==> config.mk <==
export PLATFORM = sky130hd
export DESIGN_NAME = sp_pot_top
export DESIGN_NICKNAME = d
export VERILOG_FILES = /design/src/common/sp_pkg.sv /design/src/common/sp_pin_if.sv /design/src/design/sp_filter.sv /design/src/design/sp_pot_top.sv
export SDC_FILE = /design/constraint.sdc
export NUM_CORES = 1
export LEC_CHECK = 0
export ABC_AREA = 1
export BUFFER_PORTS_ARGS = -buffer_cell sky130_fd_sc_hd__buf_2
export CAP_MARGIN = 30
export CORE_MARGIN = 4
export CORE_UTILIZATION = 55
export DETAILED_ROUTE_END_ITERATION = 12
export PLACE_DENSITY = 0.78
export SLEW_MARGIN = 0
export SYNTH_ARGS = -nofsm -noshare
export SYNTH_HDL_FRONTEND = slang
export SYNTH_SLANG_ARGS = --single-unit
==> constraint.sdc <==
create_clock -name clk_in -period 4.83 [get_ports clk_in]
set_input_delay 0.7245 -clock clk_in [delete_from_list [all_inputs] [get_ports clk_in]]
set_output_delay 0.7245 -clock clk_in [all_outputs]
set_load 0.05 [all_outputs]
==> src/common/sp_pkg.sv <==
/*
 * Constants, types and the tap decode shared by the stepping
 * potentiometer control logic. Assumes a single 250 MHz clock.
 */
package sp_pkg;

	// ==========================================================
	// Clock and timing
	localparam int CLK_MHZ = 250;
	localparam int FSCL_MAX_KHZ = 400;
	localparam int GLITCH_NS = 50;
	// Least time: round up to whole cycles
	localparam int GLITCH_CYC = (GLITCH_NS * CLK_MHZ + 999) / 1000;
	localparam int NV_WRITE_MS = 10;
	localparam int NV_WRITE_MAX_MS = 20;
	localparam int NV_WRITE_CYC = NV_WRITE_MS * CLK_MHZ * 1000;

	// ==========================================================
	// Register map and fields
	localparam logic [7:0] REG_WIPER = 8'h00;
	localparam logic [7:0] REG_STEP = 8'h01;
	localparam logic [7:0] REG_MODE = 8'h02;
	localparam logic [6:0] WIPER_RST = 7'h40;
	localparam logic [7:0] STEP_RST = 8'h00;
	localparam logic MODE_RST = 1'b0;
	localparam int MODE_LIVE_ONLY_BIT = 7;
	localparam int SPAN_MSB = 4;
	localparam int SPAN_LSB = 0;
	localparam int PERIOD_MSB = 6;
	localparam int PERIOD_LSB = 5;
	localparam logic [8:0] PERIOD_BASE = 9'h020;
	localparam logic [9:0] INIT_PULSES = 10'h200;
	localparam logic [6:0] SECOND_BASE = 7'h40;
	localparam logic [6:0] CODE_MAX = 7'h7f;

	// Target address: arbitrary value
	localparam logic [6:0] DEV_ADDR = 7'h2a;

	// ==========================================================
	// Serial port states
	typedef enum logic [2:0] {
		ST_IDLE = 3'b000,
		ST_RX = 3'b001,
		ST_ACK = 3'b010,
		ST_TX = 3'b011,
		ST_RACK = 3'b100
	} sp_state_t;

	function automatic logic [127:0] sp_tap(input logic [6:0] code);
		sp_tap = 128'h1 << code;
	endfunction

endpackage

==> src/common/sp_pin_if.sv <==
/*
 * Filtered pin levels and edge pulses between the input
 * conditioner and the control logic. Same clock on both sides.
 */
`timescale 1ns/10ps
interface sp_pin_if;
	logic scl;
	logic sda;
	logic scl_rise;
	logic scl_fall;
	logic sda_rise;
	logic sda_fall;
	logic step_rise;

	modport filt (output scl, sda, scl_rise, scl_fall, sda_rise,
		sda_fall, step_rise);
	modport ctrl (input scl, sda, scl_rise, scl_fall, sda_rise,
		sda_fall, step_rise);
endinterface

==> src/design/sp_filter.sv <==
/*
 * Input conditioner: synchronises the serial clock, serial data and
 * step pulse pins and suppresses short glitches on the serial lines.
 * Assumes the pins are asynchronous to clk_in.
 */
`timescale 1ns/10ps
module sp_filter
	import sp_pkg::*;
(
	input wire logic clk_in,
	input wire logic rst_n_in,
	input wire logic scl_in,
	input wire logic sda_in,
	input wire logic step_in,
	sp_pin_if.filt pins
);

	// ==========================================================
	// Serial lines: sync then stability filter
	logic [1:0] raw;
	logic [1:0] lvl;
	logic [1:0] rise;
	logic [1:0] fall;
	assign raw = {sda_in, scl_in};

	genvar i;
	generate
		for (i = 0; i < 2; i++)
		begin : g_line
			logic s1_r;
			logic s2_r;
			logic filt_r;
			logic [4:0] cnt_r;
			logic rise_r;
			logic fall_r;
			wire differ = s2_r != filt_r;
			wire settled = cnt_r == 5'(GLITCH_CYC - 1);
			always_ff @(posedge clk_in)
			begin
				if (!rst_n_in)
				begin
					s1_r <= 1'b1;
					s2_r <= 1'b1;
					filt_r <= 1'b1;
					cnt_r <= 5'h00;
					rise_r <= 1'b0;
					fall_r <= 1'b0;
				end
				else
				begin
					s1_r <= raw[i];
					s2_r <= s1_r;
					// Level must hold a full width before it counts
					cnt_r <= (differ && !settled) ? cnt_r + 5'h01 : 5'h00;
					if (differ && settled)
						filt_r <= s2_r;
					rise_r <= differ && settled && s2_r;
					fall_r <= differ && settled && !s2_r;
				end
			end
			assign lvl[i] = filt_r;
			assign rise[i] = rise_r;
			assign fall[i] = fall_r;
		end
	endgenerate

	assign pins.scl = lvl[0];
	assign pins.sda = lvl[1];
	assign pins.scl_rise = rise[0];
	assign pins.scl_fall = fall[0];
	assign pins.sda_rise = rise[1];
	assign pins.sda_fall = fall[1];

	// ==========================================================
	// Step pulse: sync and rising edge
	logic st1_r;
	logic st2_r;
	logic st3_r;
	always_ff @(posedge clk_in)
	begin
		if (!rst_n_in)
		begin
			st1_r <= 1'b0;
			st2_r <= 1'b0;
			st3_r <= 1'b0;
		end
		else
		begin
			st1_r <= step_in;
			st2_r <= st1_r;
			st3_r <= st2_r;
		end
	end
	assign pins.step_rise = st2_r && !st3_r;

endmodule

==> src/design/sp_pot_top.sv <==
/*
 * Register control of a two-output stepping potentiometer behind a
 * byte-register serial target port: wiper, step setup and write mode
 * registers, nonvolatile commit timing, stepping and tap decode.
 * Assumes open-drain data resolved outside, pins asynchronous.
 */
`timescale 1ns/10ps
module sp_pot_top
	import sp_pkg::*;
#(
	parameter int NV_CYC = NV_WRITE_CYC
)
(
	input wire logic clk_in,
	input wire logic rst_n_in,
	input wire logic scl_in,
	input wire logic sda_in,
	output logic sda_out,
	output logic sda_oe_n_out,
	input wire logic step_in,
	output logic [127:0] main_tap_out,
	output logic [127:0] second_tap_out,
	output logic nv_busy_out
);

	sp_pin_if pins ();

	sp_filter u_filter (
		.clk_in(clk_in),
		.rst_n_in(rst_n_in),
		.scl_in(scl_in),
		.sda_in(sda_in),
		.step_in(step_in),
		.pins(pins.filt)
	);

	// ==========================================================
	// Registers
	sp_state_t state_r;
	logic [7:0] shreg_r;
	logic [3:0] bit_cnt_r;
	logic [1:0] byte_idx_r;
	logic rw_r;
	logic ack_ok_r;
	logic [7:0] ptr_r;
	logic [7:0] tx_r;
	logic [6:0] wr_r;
	logic [6:0] nv_wiper_r;
	logic [7:0] scr_r;
	logic [7:0] nv_scr_r;
	logic mode_r;
	logic [6:0] stage_wiper_r;
	logic [7:0] stage_scr_r;
	logic pend_wiper_r;
	logic pend_scr_r;
	logic recall_r;
	logic [23:0] nv_cnt_r;
	logic [9:0] init_cnt_r;
	logic [8:0] pc_r;
	logic signed [5:0] count_r;
	logic dir_down_r;

	// ==========================================================
	// Bus decode
	wire start_ev = pins.sda_fall && pins.scl;
	wire stop_ev = pins.sda_rise && pins.scl;
	wire byte_done = state_r == ST_RX && pins.scl_fall && bit_cnt_r == 4'h8;
	wire addr_hit = shreg_r[7:1] == DEV_ADDR;
	// Busy device refuses every transfer, read or write, by not acknowledging its address
	wire addr_ok = addr_hit && !nv_busy_out;
	wire data_wr = byte_done && byte_idx_r == 2'h2;
	wire wr_wiper = data_wr && ptr_r == REG_WIPER;
	wire wr_step = data_wr && ptr_r == REG_STEP;
	wire wr_mode = data_wr && ptr_r == REG_MODE;
	wire nv_done = nv_busy_out && nv_cnt_r == 24'(NV_CYC - 1);
	wire nv_go = stop_ev && (pend_wiper_r || pend_scr_r);
	// Reads always see the live wiper
	wire [7:0] rd_data = ptr_r == REG_WIPER ? {1'b0, wr_r} :
		ptr_r == REG_STEP ? scr_r :
		ptr_r == REG_MODE ? {mode_r, 7'h00} : 8'h00;

	// ==========================================================
	// Serial target state machine
	always_ff @(posedge clk_in)
	begin
		if (!rst_n_in)
		begin
			state_r <= ST_IDLE;
			shreg_r <= 8'h00;
			bit_cnt_r <= 4'h0;
			byte_idx_r <= 2'h0;
			rw_r <= 1'b0;
			ack_ok_r <= 1'b0;
			tx_r <= 8'h00;
			sda_oe_n_out <= 1'b1;
		end
		else if (start_ev)
		begin
			state_r <= ST_RX;
			bit_cnt_r <= 4'h0;
			byte_idx_r <= 2'h0;
			sda_oe_n_out <= 1'b1;
		end
		else if (stop_ev)
		begin
			state_r <= ST_IDLE;
			sda_oe_n_out <= 1'b1;
		end
		else
		begin
			case (state_r)
			ST_RX:
			begin
				if (pins.scl_rise && bit_cnt_r != 4'h8)
				begin
					shreg_r <= {shreg_r[6:0], pins.sda};
					bit_cnt_r <= bit_cnt_r + 4'h1;
				end
				else if (byte_done)
				begin
					if (byte_idx_r == 2'h0 && !addr_ok)
						state_r <= ST_IDLE;
					else
					begin
						state_r <= ST_ACK;
						sda_oe_n_out <= 1'b0;
					end
					if (byte_idx_r == 2'h0)
						rw_r <= shreg_r[0];
				end
			end
			ST_ACK:
			begin
				if (pins.scl_fall)
				begin
					bit_cnt_r <= 4'h0;
					if (byte_idx_r != 2'h2)
						byte_idx_r <= byte_idx_r + 2'h1;
					if (rw_r && byte_idx_r == 2'h0)
					begin
						state_r <= ST_TX;
						tx_r <= rd_data;
						sda_oe_n_out <= rd_data[7];
					end
					else
					begin
						state_r <= ST_RX;
						sda_oe_n_out <= 1'b1;
					end
				end
			end
			ST_TX:
			begin
				if (pins.scl_fall)
				begin
					if (bit_cnt_r == 4'h7)
					begin
						state_r <= ST_RACK;
						sda_oe_n_out <= 1'b1;
					end
					else
					begin
						tx_r <= {tx_r[6:0], 1'b0};
						sda_oe_n_out <= tx_r[6];
						bit_cnt_r <= bit_cnt_r + 4'h1;
					end
				end
			end
			ST_RACK:
			begin
				if (pins.scl_rise)
					ack_ok_r <= !pins.sda;
				else if (pins.scl_fall)
				begin
					bit_cnt_r <= 4'h0;
					state_r <= ack_ok_r ? ST_TX : ST_IDLE;
					tx_r <= rd_data;
					sda_oe_n_out <= ack_ok_r ? rd_data[7] : 1'b1;
				end
			end
			default:
			begin
				state_r <= ST_IDLE;
			end
			endcase
		end
	end

	// ==========================================================
	// Register pointer and register file
	always_ff @(posedge clk_in)
	begin
		if (!rst_n_in)
			ptr_r <= 8'h00;
		else if (byte_done && byte_idx_r == 2'h1)
			ptr_r <= shreg_r;
		else if (data_wr || (state_r == ST_RACK && pins.scl_fall))
			ptr_r <= ptr_r + 8'h01;
	end

	always_ff @(posedge clk_in)
	begin
		if (!rst_n_in)
		begin
			nv_wiper_r <= WIPER_RST;
			nv_scr_r <= STEP_RST;
			wr_r <= WIPER_RST;
			scr_r <= STEP_RST;
			mode_r <= MODE_RST;
			recall_r <= 1'b1;
			stage_wiper_r <= WIPER_RST;
			stage_scr_r <= STEP_RST;
			pend_wiper_r <= 1'b0;
			pend_scr_r <= 1'b0;
		end
		else
		begin
			recall_r <= 1'b0;
			if (recall_r)
			begin
				wr_r <= nv_wiper_r;
				scr_r <= nv_scr_r;
			end
			else if (wr_wiper)
				wr_r <= shreg_r[6:0];
			else if (wr_step)
				scr_r <= shreg_r;
			if (wr_mode)
				mode_r <= shreg_r[MODE_LIVE_ONLY_BIT];
			// Stored wiper copy only follows in full-write mode; step copy always follows
			if (wr_wiper && !mode_r)
			begin
				stage_wiper_r <= shreg_r[6:0];
				pend_wiper_r <= 1'b1;
			end
			else if (nv_go)
				pend_wiper_r <= 1'b0;
			if (wr_step)
			begin
				stage_scr_r <= shreg_r;
				pend_scr_r <= 1'b1;
			end
			else if (nv_go)
				pend_scr_r <= 1'b0;
			if (nv_done)
			begin
				nv_wiper_r <= stage_wiper_r;
				nv_scr_r <= stage_scr_r;
			end
		end
	end

	// ==========================================================
	// Nonvolatile write timer
	always_ff @(posedge clk_in)
	begin
		if (!rst_n_in)
		begin
			nv_busy_out <= 1'b0;
			nv_cnt_r <= 24'h000000;
		end
		else if (nv_go && !nv_busy_out)
		begin
			nv_busy_out <= 1'b1;
			nv_cnt_r <= 24'h000000;
		end
		else if (nv_done)
			nv_busy_out <= 1'b0;
		else if (nv_busy_out)
			nv_cnt_r <= nv_cnt_r + 24'h000001;
	end

	// ==========================================================
	// Stepping
	wire [4:0] span = scr_r[SPAN_MSB:SPAN_LSB];
	wire signed [5:0] span_s = $signed({1'b0, span});
	wire [8:0] period = PERIOD_BASE << scr_r[PERIOD_MSB:PERIOD_LSB];
	wire [9:0] init_load = INIT_PULSES + {2'b00, period[8:1]};
	wire reinit = recall_r || wr_wiper || wr_step || wr_mode;
	wire stepping = span != 5'h00 && init_cnt_r == 10'h000;
	wire step_now = pins.step_rise && stepping &&
		pc_r == period - 9'h001;
	wire [6:0] span7 = {2'b00, span};
	wire [6:0] wr_cl = wr_r < span7 ? span7 :
		wr_r > CODE_MAX - span7 ? CODE_MAX - span7 : wr_r;
	// Clamp also holds during the start-up pulses, count is zero then
	wire [6:0] main_code = span != 5'h00 ?
		7'(wr_cl + 7'($signed(count_r))) : wr_r;
	wire [6:0] second_code = SECOND_BASE + 7'($signed(count_r));

	always_ff @(posedge clk_in)
	begin
		if (!rst_n_in || reinit)
		begin
			init_cnt_r <= rst_n_in ? init_load : 10'h000;
			pc_r <= 9'h000;
			count_r <= 6'sh00;
			dir_down_r <= 1'b0;
		end
		else if (pins.step_rise)
		begin
			if (init_cnt_r != 10'h000)
				init_cnt_r <= init_cnt_r - 10'h001;
			else if (step_now)
			begin
				pc_r <= 9'h000;
				if (!dir_down_r)
				begin
					count_r <= count_r + 6'sh01;
					if (count_r + 6'sh01 >= span_s)
						dir_down_r <= 1'b1;
				end
				else
				begin
					count_r <= count_r - 6'sh01;
					if (count_r - 6'sh01 <= -span_s)
						dir_down_r <= 1'b0;
				end
			end
			else if (stepping)
				pc_r <= pc_r + 9'h001;
		end
	end

	// ==========================================================
	// Tap outputs
	always_ff @(posedge clk_in)
	begin
		if (!rst_n_in)
		begin
			main_tap_out <= sp_tap(WIPER_RST);
			second_tap_out <= sp_tap(SECOND_BASE);
			sda_out <= 1'b0;
		end
		else
		begin
			main_tap_out <= sp_tap(main_code);
			second_tap_out <= sp_tap(second_code);
			sda_out <= 1'b0;
		end
	end

endmodule

==> results.toml, run 1 <==
[power_and_ir_drop]
p_switching_mw = 1.775
p_leak_nw = 8.426
swShare_pct = 24.25
ir_drop_v = 0.0003906
p_comb_share_pct = 7.3
seqPwrFrac_pct = 48.4
intPower_mw = 5.547
clkPwrFrac_pct = 44.2
powerDensity_nw_per_um2 = 382.8

[sta]
setup_viol = 0
tightestPinTransition_ns = 0.8443
setup_tns_ns = 0
drv_slew = 0
hold_viol_final = 0
clock.fmax_mhz = 233.0
relSlewSlack_pct = 43.23
hold_slack_ns = 0.3573
clock_skew_ns = 0.02215
fin_ws_ns = 0.5381
rsz0062_at_grt = "false"
fin_crit_ns = 4.292
min_period_over_period_pct = 88.86

[worst_setup_path]
r2r-start = "scr_r[2]"
r2r_slack_ns = 0.54
reg2reg_depth = 18
cp-end-kind = "flop"
cp.required_ns = 5.31
worstSetupPathType = "flop to flop"
r2r_end = "main_tap_out[63]"
cp-start-kind = "flop"
critPathArrivalTime_ns = 4.77
critPathMaxFanout = 17

[floorplan]
die_x_um = 178.5
io_pins = 264
die_y_um = 178.5
initial_core_util_pct = 55.69
floorplan.rows = 62
die-area_um2 = 31850
core_um2 = 28700

[final_layout]
syn_to_final_growth_pct = 19.67
fillers = 2395
diodes = 0
final_layout_size_suffix_gt1_share_pct = 19.12
final_cell_mix = "dfxtp_1 (404), nor2_1 (361), nand2_1 (338)"
nNetsFinal = 2279
finalNonFillerCells = 2633
layout.cells.most_common = "dfxtp_1"
ff_latch_area_um2 = 8388
multi_input_area_um2 = 6802
utilization_pct = 66.64

[clocking]
hold_buffers = 0
cts-buffers-inserted = 41
cts_tree = "yes"
cts_sinks = 414
clk_latency_ns = 0.55
cts_max_path_buffers = 3
cts_setup_buffers = 0
cts-resized-gates = 0
cts_max_level = 2
clock-root-buffer = "clkbuf_16"
clkTransAtPathRegs_ns = 0.06

[flow_run]
cap_viol_max_count = 0

[yosys]
synth_warnings = 0
synthTopCellsByArea = "dfxtp_1 (51%), nor2_1 (8.5%), nand2_1 (8.0%)"
seq_area_frac_synth_pct = 52.48
synth_top_cell_by_area = "dfxtp_1"
yosys.area_share.xor_xnor_pct = 2.685
synth_edf_count = 10
ys_async_sr_fraction_pct = 0
yosysUniqueCellTypes = 52
ys_seq_elements = 414
synth_top_area_share_pct = 50.60
synthSimpleGateAreaFrac_pct = 25.49
muxShareOfSynthArea_pct = 0
syn_avg_cell_area_um2 = 8.329
synthAdderAreaFrac_pct = 4.196
syn_area_um2 = 15980
postSynthCellCount = 1919
synth_compound_area_share_pct = 8.611
synthFlopType = "dfxtp_1"
synth_top_family_by_area = "simple AND/OR/NAND/NOR gates"

[global_routing]
overflow = 0
track_usage_pct = 22.62
grt_max_degree = 65
grt_first_pass_wirelength_um = 59950
antenna_found_initial = 0
grt_pass1_vias = 12540

[placed_design]
dp_slack_ns = 0.6988
dp_cells = 2562
gp_congestion = 0.9234
dp_hpwl_um = 27060
port_buffers = 262

[routing]
routedWlPerCell_um = 14.53
drt-total-wl_um = 38250
vias = 13440
drt_iter0_drc = 1134
drc_errors = 1
ant_nets = 0
first_pass_iters = 10
via_per_inst = 5.106

[hold_path]
hp-start = "step_in"
hp-class = "input port to flop"
min_to = "u_filter.st1_r"
hold_path_depth = 3

[run_status]
outcome = "complete, but fails checks"
violations = "DRC"
==> worst max path at each step <==
stage                        start                end  slack (ns)
after detailed placement  scr_r[2]  main_tap_out[114]        0.70
after global placement    scr_r[2]  main_tap_out[127]        0.87
after CTS                 scr_r[2]   main_tap_out[63]        0.56
final                     scr_r[2]   main_tap_out[63]        0.54
after global routing      scr_r[2]  main_tap_out[118]        0.19
after floorplan           scr_r[2]  main_tap_out[117]        1.32
==> layer usage <==
layer  wire, µm  up-vias  global-route usage, %
li1           -     6699                      -
met1      15440     6180                  27.54
met2      19000      478                  40.17
met3       2582       87                  3.794
met4       1227        0                  8.379
met5          0        -                      0
==> power groups by stage <==
stage                     Clock, mW  Sequential, mW  Combinational, mW
after floorplan                   0            3.73              0.316
after detailed placement          0            3.62              0.533
after global placement            0            3.62              0.520
after global routing           3.43            3.55              0.597
after CTS                      3.28            3.55              0.537
final                          3.24            3.55              0.537
==> critical path, cell delays in order, from the launching register on <==
cell and delay [ns]:
dfxtp_1 0.48, inv_1 0.14, ha_1 0.33, inv_1 0.08, o31ai_1 0.27, nand4_1 0.13
nand3_1 0.29, nand2_1 0.10, o22ai_1 0.12, inv_1 0.06, ha_1 0.21, fa_1 0.45
a31oi_1 0.22, xor2_1 0.13, o21ai_4 0.38, inv_2 0.35, nor2_1 0.23, nand2_1 0.11
nor2_1 0.13
==> per-stage QoR <==
stage / area, µm² / power [mW]
6_report: 19130 / 7.322
5_1_grt: 19130 / 7.576
4_1_cts: 19130 / 7.365
3_5_place_dp: 17730 / 4.155
3_3_place_gp: 17710 / 4.139
2_1_floorplan: 16220 / 4.050
==> cells in the mapped netlist, drive strengths merged (10+ instances only) <==
| library cell | n |
|---|---|
| inv | 167 |
| nand3 | 85 |
| xor2 | 36 |
| a22oi | 10 |
| o21ai | 71 |
| nand4 | 46 |
| xnor2 | 13 |
| nor2 | 383 |
| buf | 48 |
| a21oi | 107 |
| ha | 52 |
| or2 | 12 |
| nand2 | 351 |
| clkbuf | 29 |
| edfxtp | 10 |
| dfxtp | 404 |
| a211oi | 15 |
| nor3 | 35 |
==> sequential cells by signal, indices dropped and copies added (netlist names), 2 cells and up <==
register,count
count_r,6
wr_r,7
init_cnt_r,10
u_filter.g_line.s1_r,2
nv_wiper_r,7
u_filter.g_line.s2_r,2
main_tap_out,128
u_filter.g_line.cnt_r,10
stage_wiper_r,7
tx_r,7
nv_scr_r,8
scr_r,8
pc_r,9
state_r,3
byte_idx_r,2
ptr_r,8
shreg_r,8
stage_scr_r,8
nv_cnt_r,24
bit_cnt_r,4
second_tap_out,128
==> layout make-up <==
type                       count  area share, %
inverter                     170          3.369
sequential                   414          43.85
tap                          384          2.512
clock buffer                  55          6.175
clock inverter                16          1.119
multi-input combinational   1322          35.56
timing repair buffer         272          7.418
==> logic make-up after synthesis <==
family,Yosys count
buffers and inverters,247
and+or+nand+nor,923
AOI/OAI and AO/OA,232
DFF,414
other,1
adders and majority gates,53
xor gates and xnor gates,49
Power figures use the tool's default switching activity.
==> inputs of run 2 (changes only) <==
--- a/config.mk
+++ b/config.mk
@@ -8,6 +8,7 @@
 export ABC_AREA = 1
 export BUFFER_PORTS_ARGS = -buffer_cell sky130_fd_sc_hd__buf_2
 export CAP_MARGIN = 30
+export CORE_ASPECT_RATIO = 1.2
 export CORE_MARGIN = 4
 export CORE_UTILIZATION = 55
 export DETAILED_ROUTE_END_ITERATION = 12
==> constraint.sdc (replaced) <==
create_clock -name clk_in -period 4.83 [get_ports clk_in]
set_input_delay 0.7245 -clock clk_in [delete_from_list [all_inputs] [get_ports clk_in]]
set_output_delay 0.7245 -clock clk_in [all_outputs]
set_load 0.01 [all_outputs]
==> run 2 against run 1 <==
  * The flow now finishes without violations
  * First-iteration DRC count shrank 20%
  * Wire length is 0.55% lower
  * Non-clock buffer count is the same
  * Core utilization down 0.14 points
  * Critical path depth up 1
  * Design area about the same
  * Die area barely moved
  * Combinational power fell by 19%
  * Hold slack improved by 0.023 ns
  * Cell count up 0.19%
  * Sequential share of layout area hardly changed
==> results.toml, run 2 (synthesis results as in run 1) <==
[global_routing]
track_usage_pct = 23.11
overflow = 0
grt_pass1_vias = 12850
antenna_found_initial = 1
grt_first_pass_wirelength_um = 61690
grt_max_degree = 64

[hold_path]
hp-class = "input port to flop"

[routing]
drc_errors = 0
ant_nets = 0
drt-total-wl_um = 38040
routedWlPerCell_um = 14.42
via_per_inst = 5.083
vias = 13410
first_pass_iters = 6
drt_iter0_drc = 910

[worst_setup_path]
cp-start-kind = "flop"
critPathArrivalTime_ns = 4.66
r2r_slack_ns = 0.64
critPathMaxStageDelay_ns = 0.51
cp.required_ns = 5.30
worst_path_max_delay_cell = "nand3_2"
critPathMaxFanout = 30
crit_top_cell = "nand2_1"
worstSetupPathType = "flop to flop"
cp-end-kind = "flop"
crit_chain = "inv_1 -> ha_1 -> o31ai_1 -> nand2_1 -> o21ai_0 -> nand2_1 -> nand2_1 -> nand2_1 -> o22ai_1 -> inv_1 -> ha_1 -> fa_1 -> nand4_1 -> nand3_1 -> xor2_1 -> nand2_1 -> nand3_2 -> buf_4 -> nor2_1"

[sta]
tightestPinTransition_ns = 0.8165
drv_slew = 0
relSlewSlack_pct = 45.49
clock.fmax_mhz = 238.5
hold_slack_ns = 0.3805
hold_viol_final = 0
min_period_over_period_pct = 86.81
setup_viol = 0
fin_crit_ns = 4.193
setup_tns_ns = 0
clock_skew_ns = 0.01433
rsz0062_at_grt = "false"

[floorplan]
die_x_um = 163.6
core_um2 = 28760
io_pins = 264
floorplan.rows = 68
die_y_um = 194.7
die-area_um2 = 31860
initial_core_util_pct = 55.58

[clocking]
cts_setup_buffers = 0
cts_sinks = 414
clkTransAtPathRegs_ns = 0.06
hold_buffers = 0
cts_max_path_buffers = 3
clock-root-buffer = "clkbuf_16"
clk_latency_ns = 0.54
cts_max_level = 2
cts_tree = "yes"
cts-buffers-inserted = 40
cts-resized-gates = 0

[power_and_ir_drop]
ir_drop_v = 0.0004892
p_leak_nw = 8.421
p_switching_mw = 1.680
swShare_pct = 23.24
p_comb_share_pct = 6.0
powerDensity_nw_per_um2 = 378.1
seqPwrFrac_pct = 49.0
intPower_mw = 5.551
report.power.total_mw = 7.231
clkPwrFrac_pct = 44.9

[final_layout]
multi_input_area_um2 = 6802
nNetsFinal = 2278
ff_latch_area_um2 = 8388
fillers = 2372
syn_to_final_growth_pct = 19.65
layout.cells.most_common = "dfxtp_1"
top_regs = "main_tap_out (128), second_tap_out (128), nv_cnt_r (24)"
final_layout_size_suffix_gt1_share_pct = 19.23
design_area_um2 = 19120
final_cell_mix = "dfxtp_1 (404), nor2_1 (361), nand2_1 (338)"

[placed_design]
dp_hpwl_um = 26910
port_buffers = 262
post_dp_cell_area_um2 = 17730
gp_congestion = 0.8978

[run_status]
outcome = "finished, final reports clean"

[flow_run]
cap_viol_max_count = 0
==> run 2: per-layer routing <==
metal / vias to the layer above / GRT usage (%) / wire length (µm)
li1: 6703 / - / -
met2: 431 / 42.53 / 19340
met3: 100 / 3.393 / 2182
met4: 0 / 9.260 / 1477
met1: 6175 / 26.59 / 15040
met5: - / 0 / 0
==> run 2: final timing paths <==
check                           from                      end  cells past startpoint
max                         scr_r[2]          main_tap_out[7]                     19
min                          step_in           u_filter.st1_r                      3
max reg2reg                 scr_r[2]          main_tap_out[7]                     19
min reg2reg  u_filter.g_line[1].s1_r  u_filter.g_line[1].s2_r                      1
==> run 2: through the flow <==
| stage | std cells | util, % | setup WS [ns] |
|---|---|---|---|
| floorplan | 1983 | - | 1.324 |
| global placement | 2562 | 61.57 | 0.7802 |
| detailed placement | 2563 | 61.67 | 0.6885 |
| CTS | 2637 | 66.49 | 0.6816 |
| global route | 2638 | 66.50 | 0.2436 |
| finish | 2638 | 66.50 | 0.6371 |
==> run 2: layout make-up <==
| type | count | area share, % |
|---|---|---|
| Sequential cell | 414 | 43.86 |
| Multi-Input combinational cell | 1322 | 35.56 |
| Timing Repair Buffer | 272 | 7.419 |
| Clock buffer | 50 | 5.698 |
| Inverter | 170 | 3.369 |
| Tap cell | 385 | 2.519 |
| Clock inverter | 24 | 1.557 |
| Antenna cell | 1 | 0.01308 |
==> run 2: worst max-delay path: cells and delay by family (launching register included) <==
kind / cells / cell delay [ns]
and+or+nand+nor: 9 / 1.38
adders and majority gates: 3 / 0.97
buffers and inverters: 3 / 0.66
DFF: 1 / 0.48
AOI/OAI and AO/OA: 3 / 0.48
xor gates and xnor gates: 1 / 0.15
==> run 2: power groups by stage <==
stage / Sequential (mW) / Clock, mW / Combinational, mW
3_3_place_gp: 3.62 / 0 / 0.418
2_1_floorplan: 3.63 / 0 / 0.315
5_1_grt: 3.55 / 3.45 / 0.506
6_report: 3.55 / 3.25 / 0.435
3_5_place_dp: 3.62 / 0 / 0.429
4_1_cts: 3.55 / 3.31 / 0.431
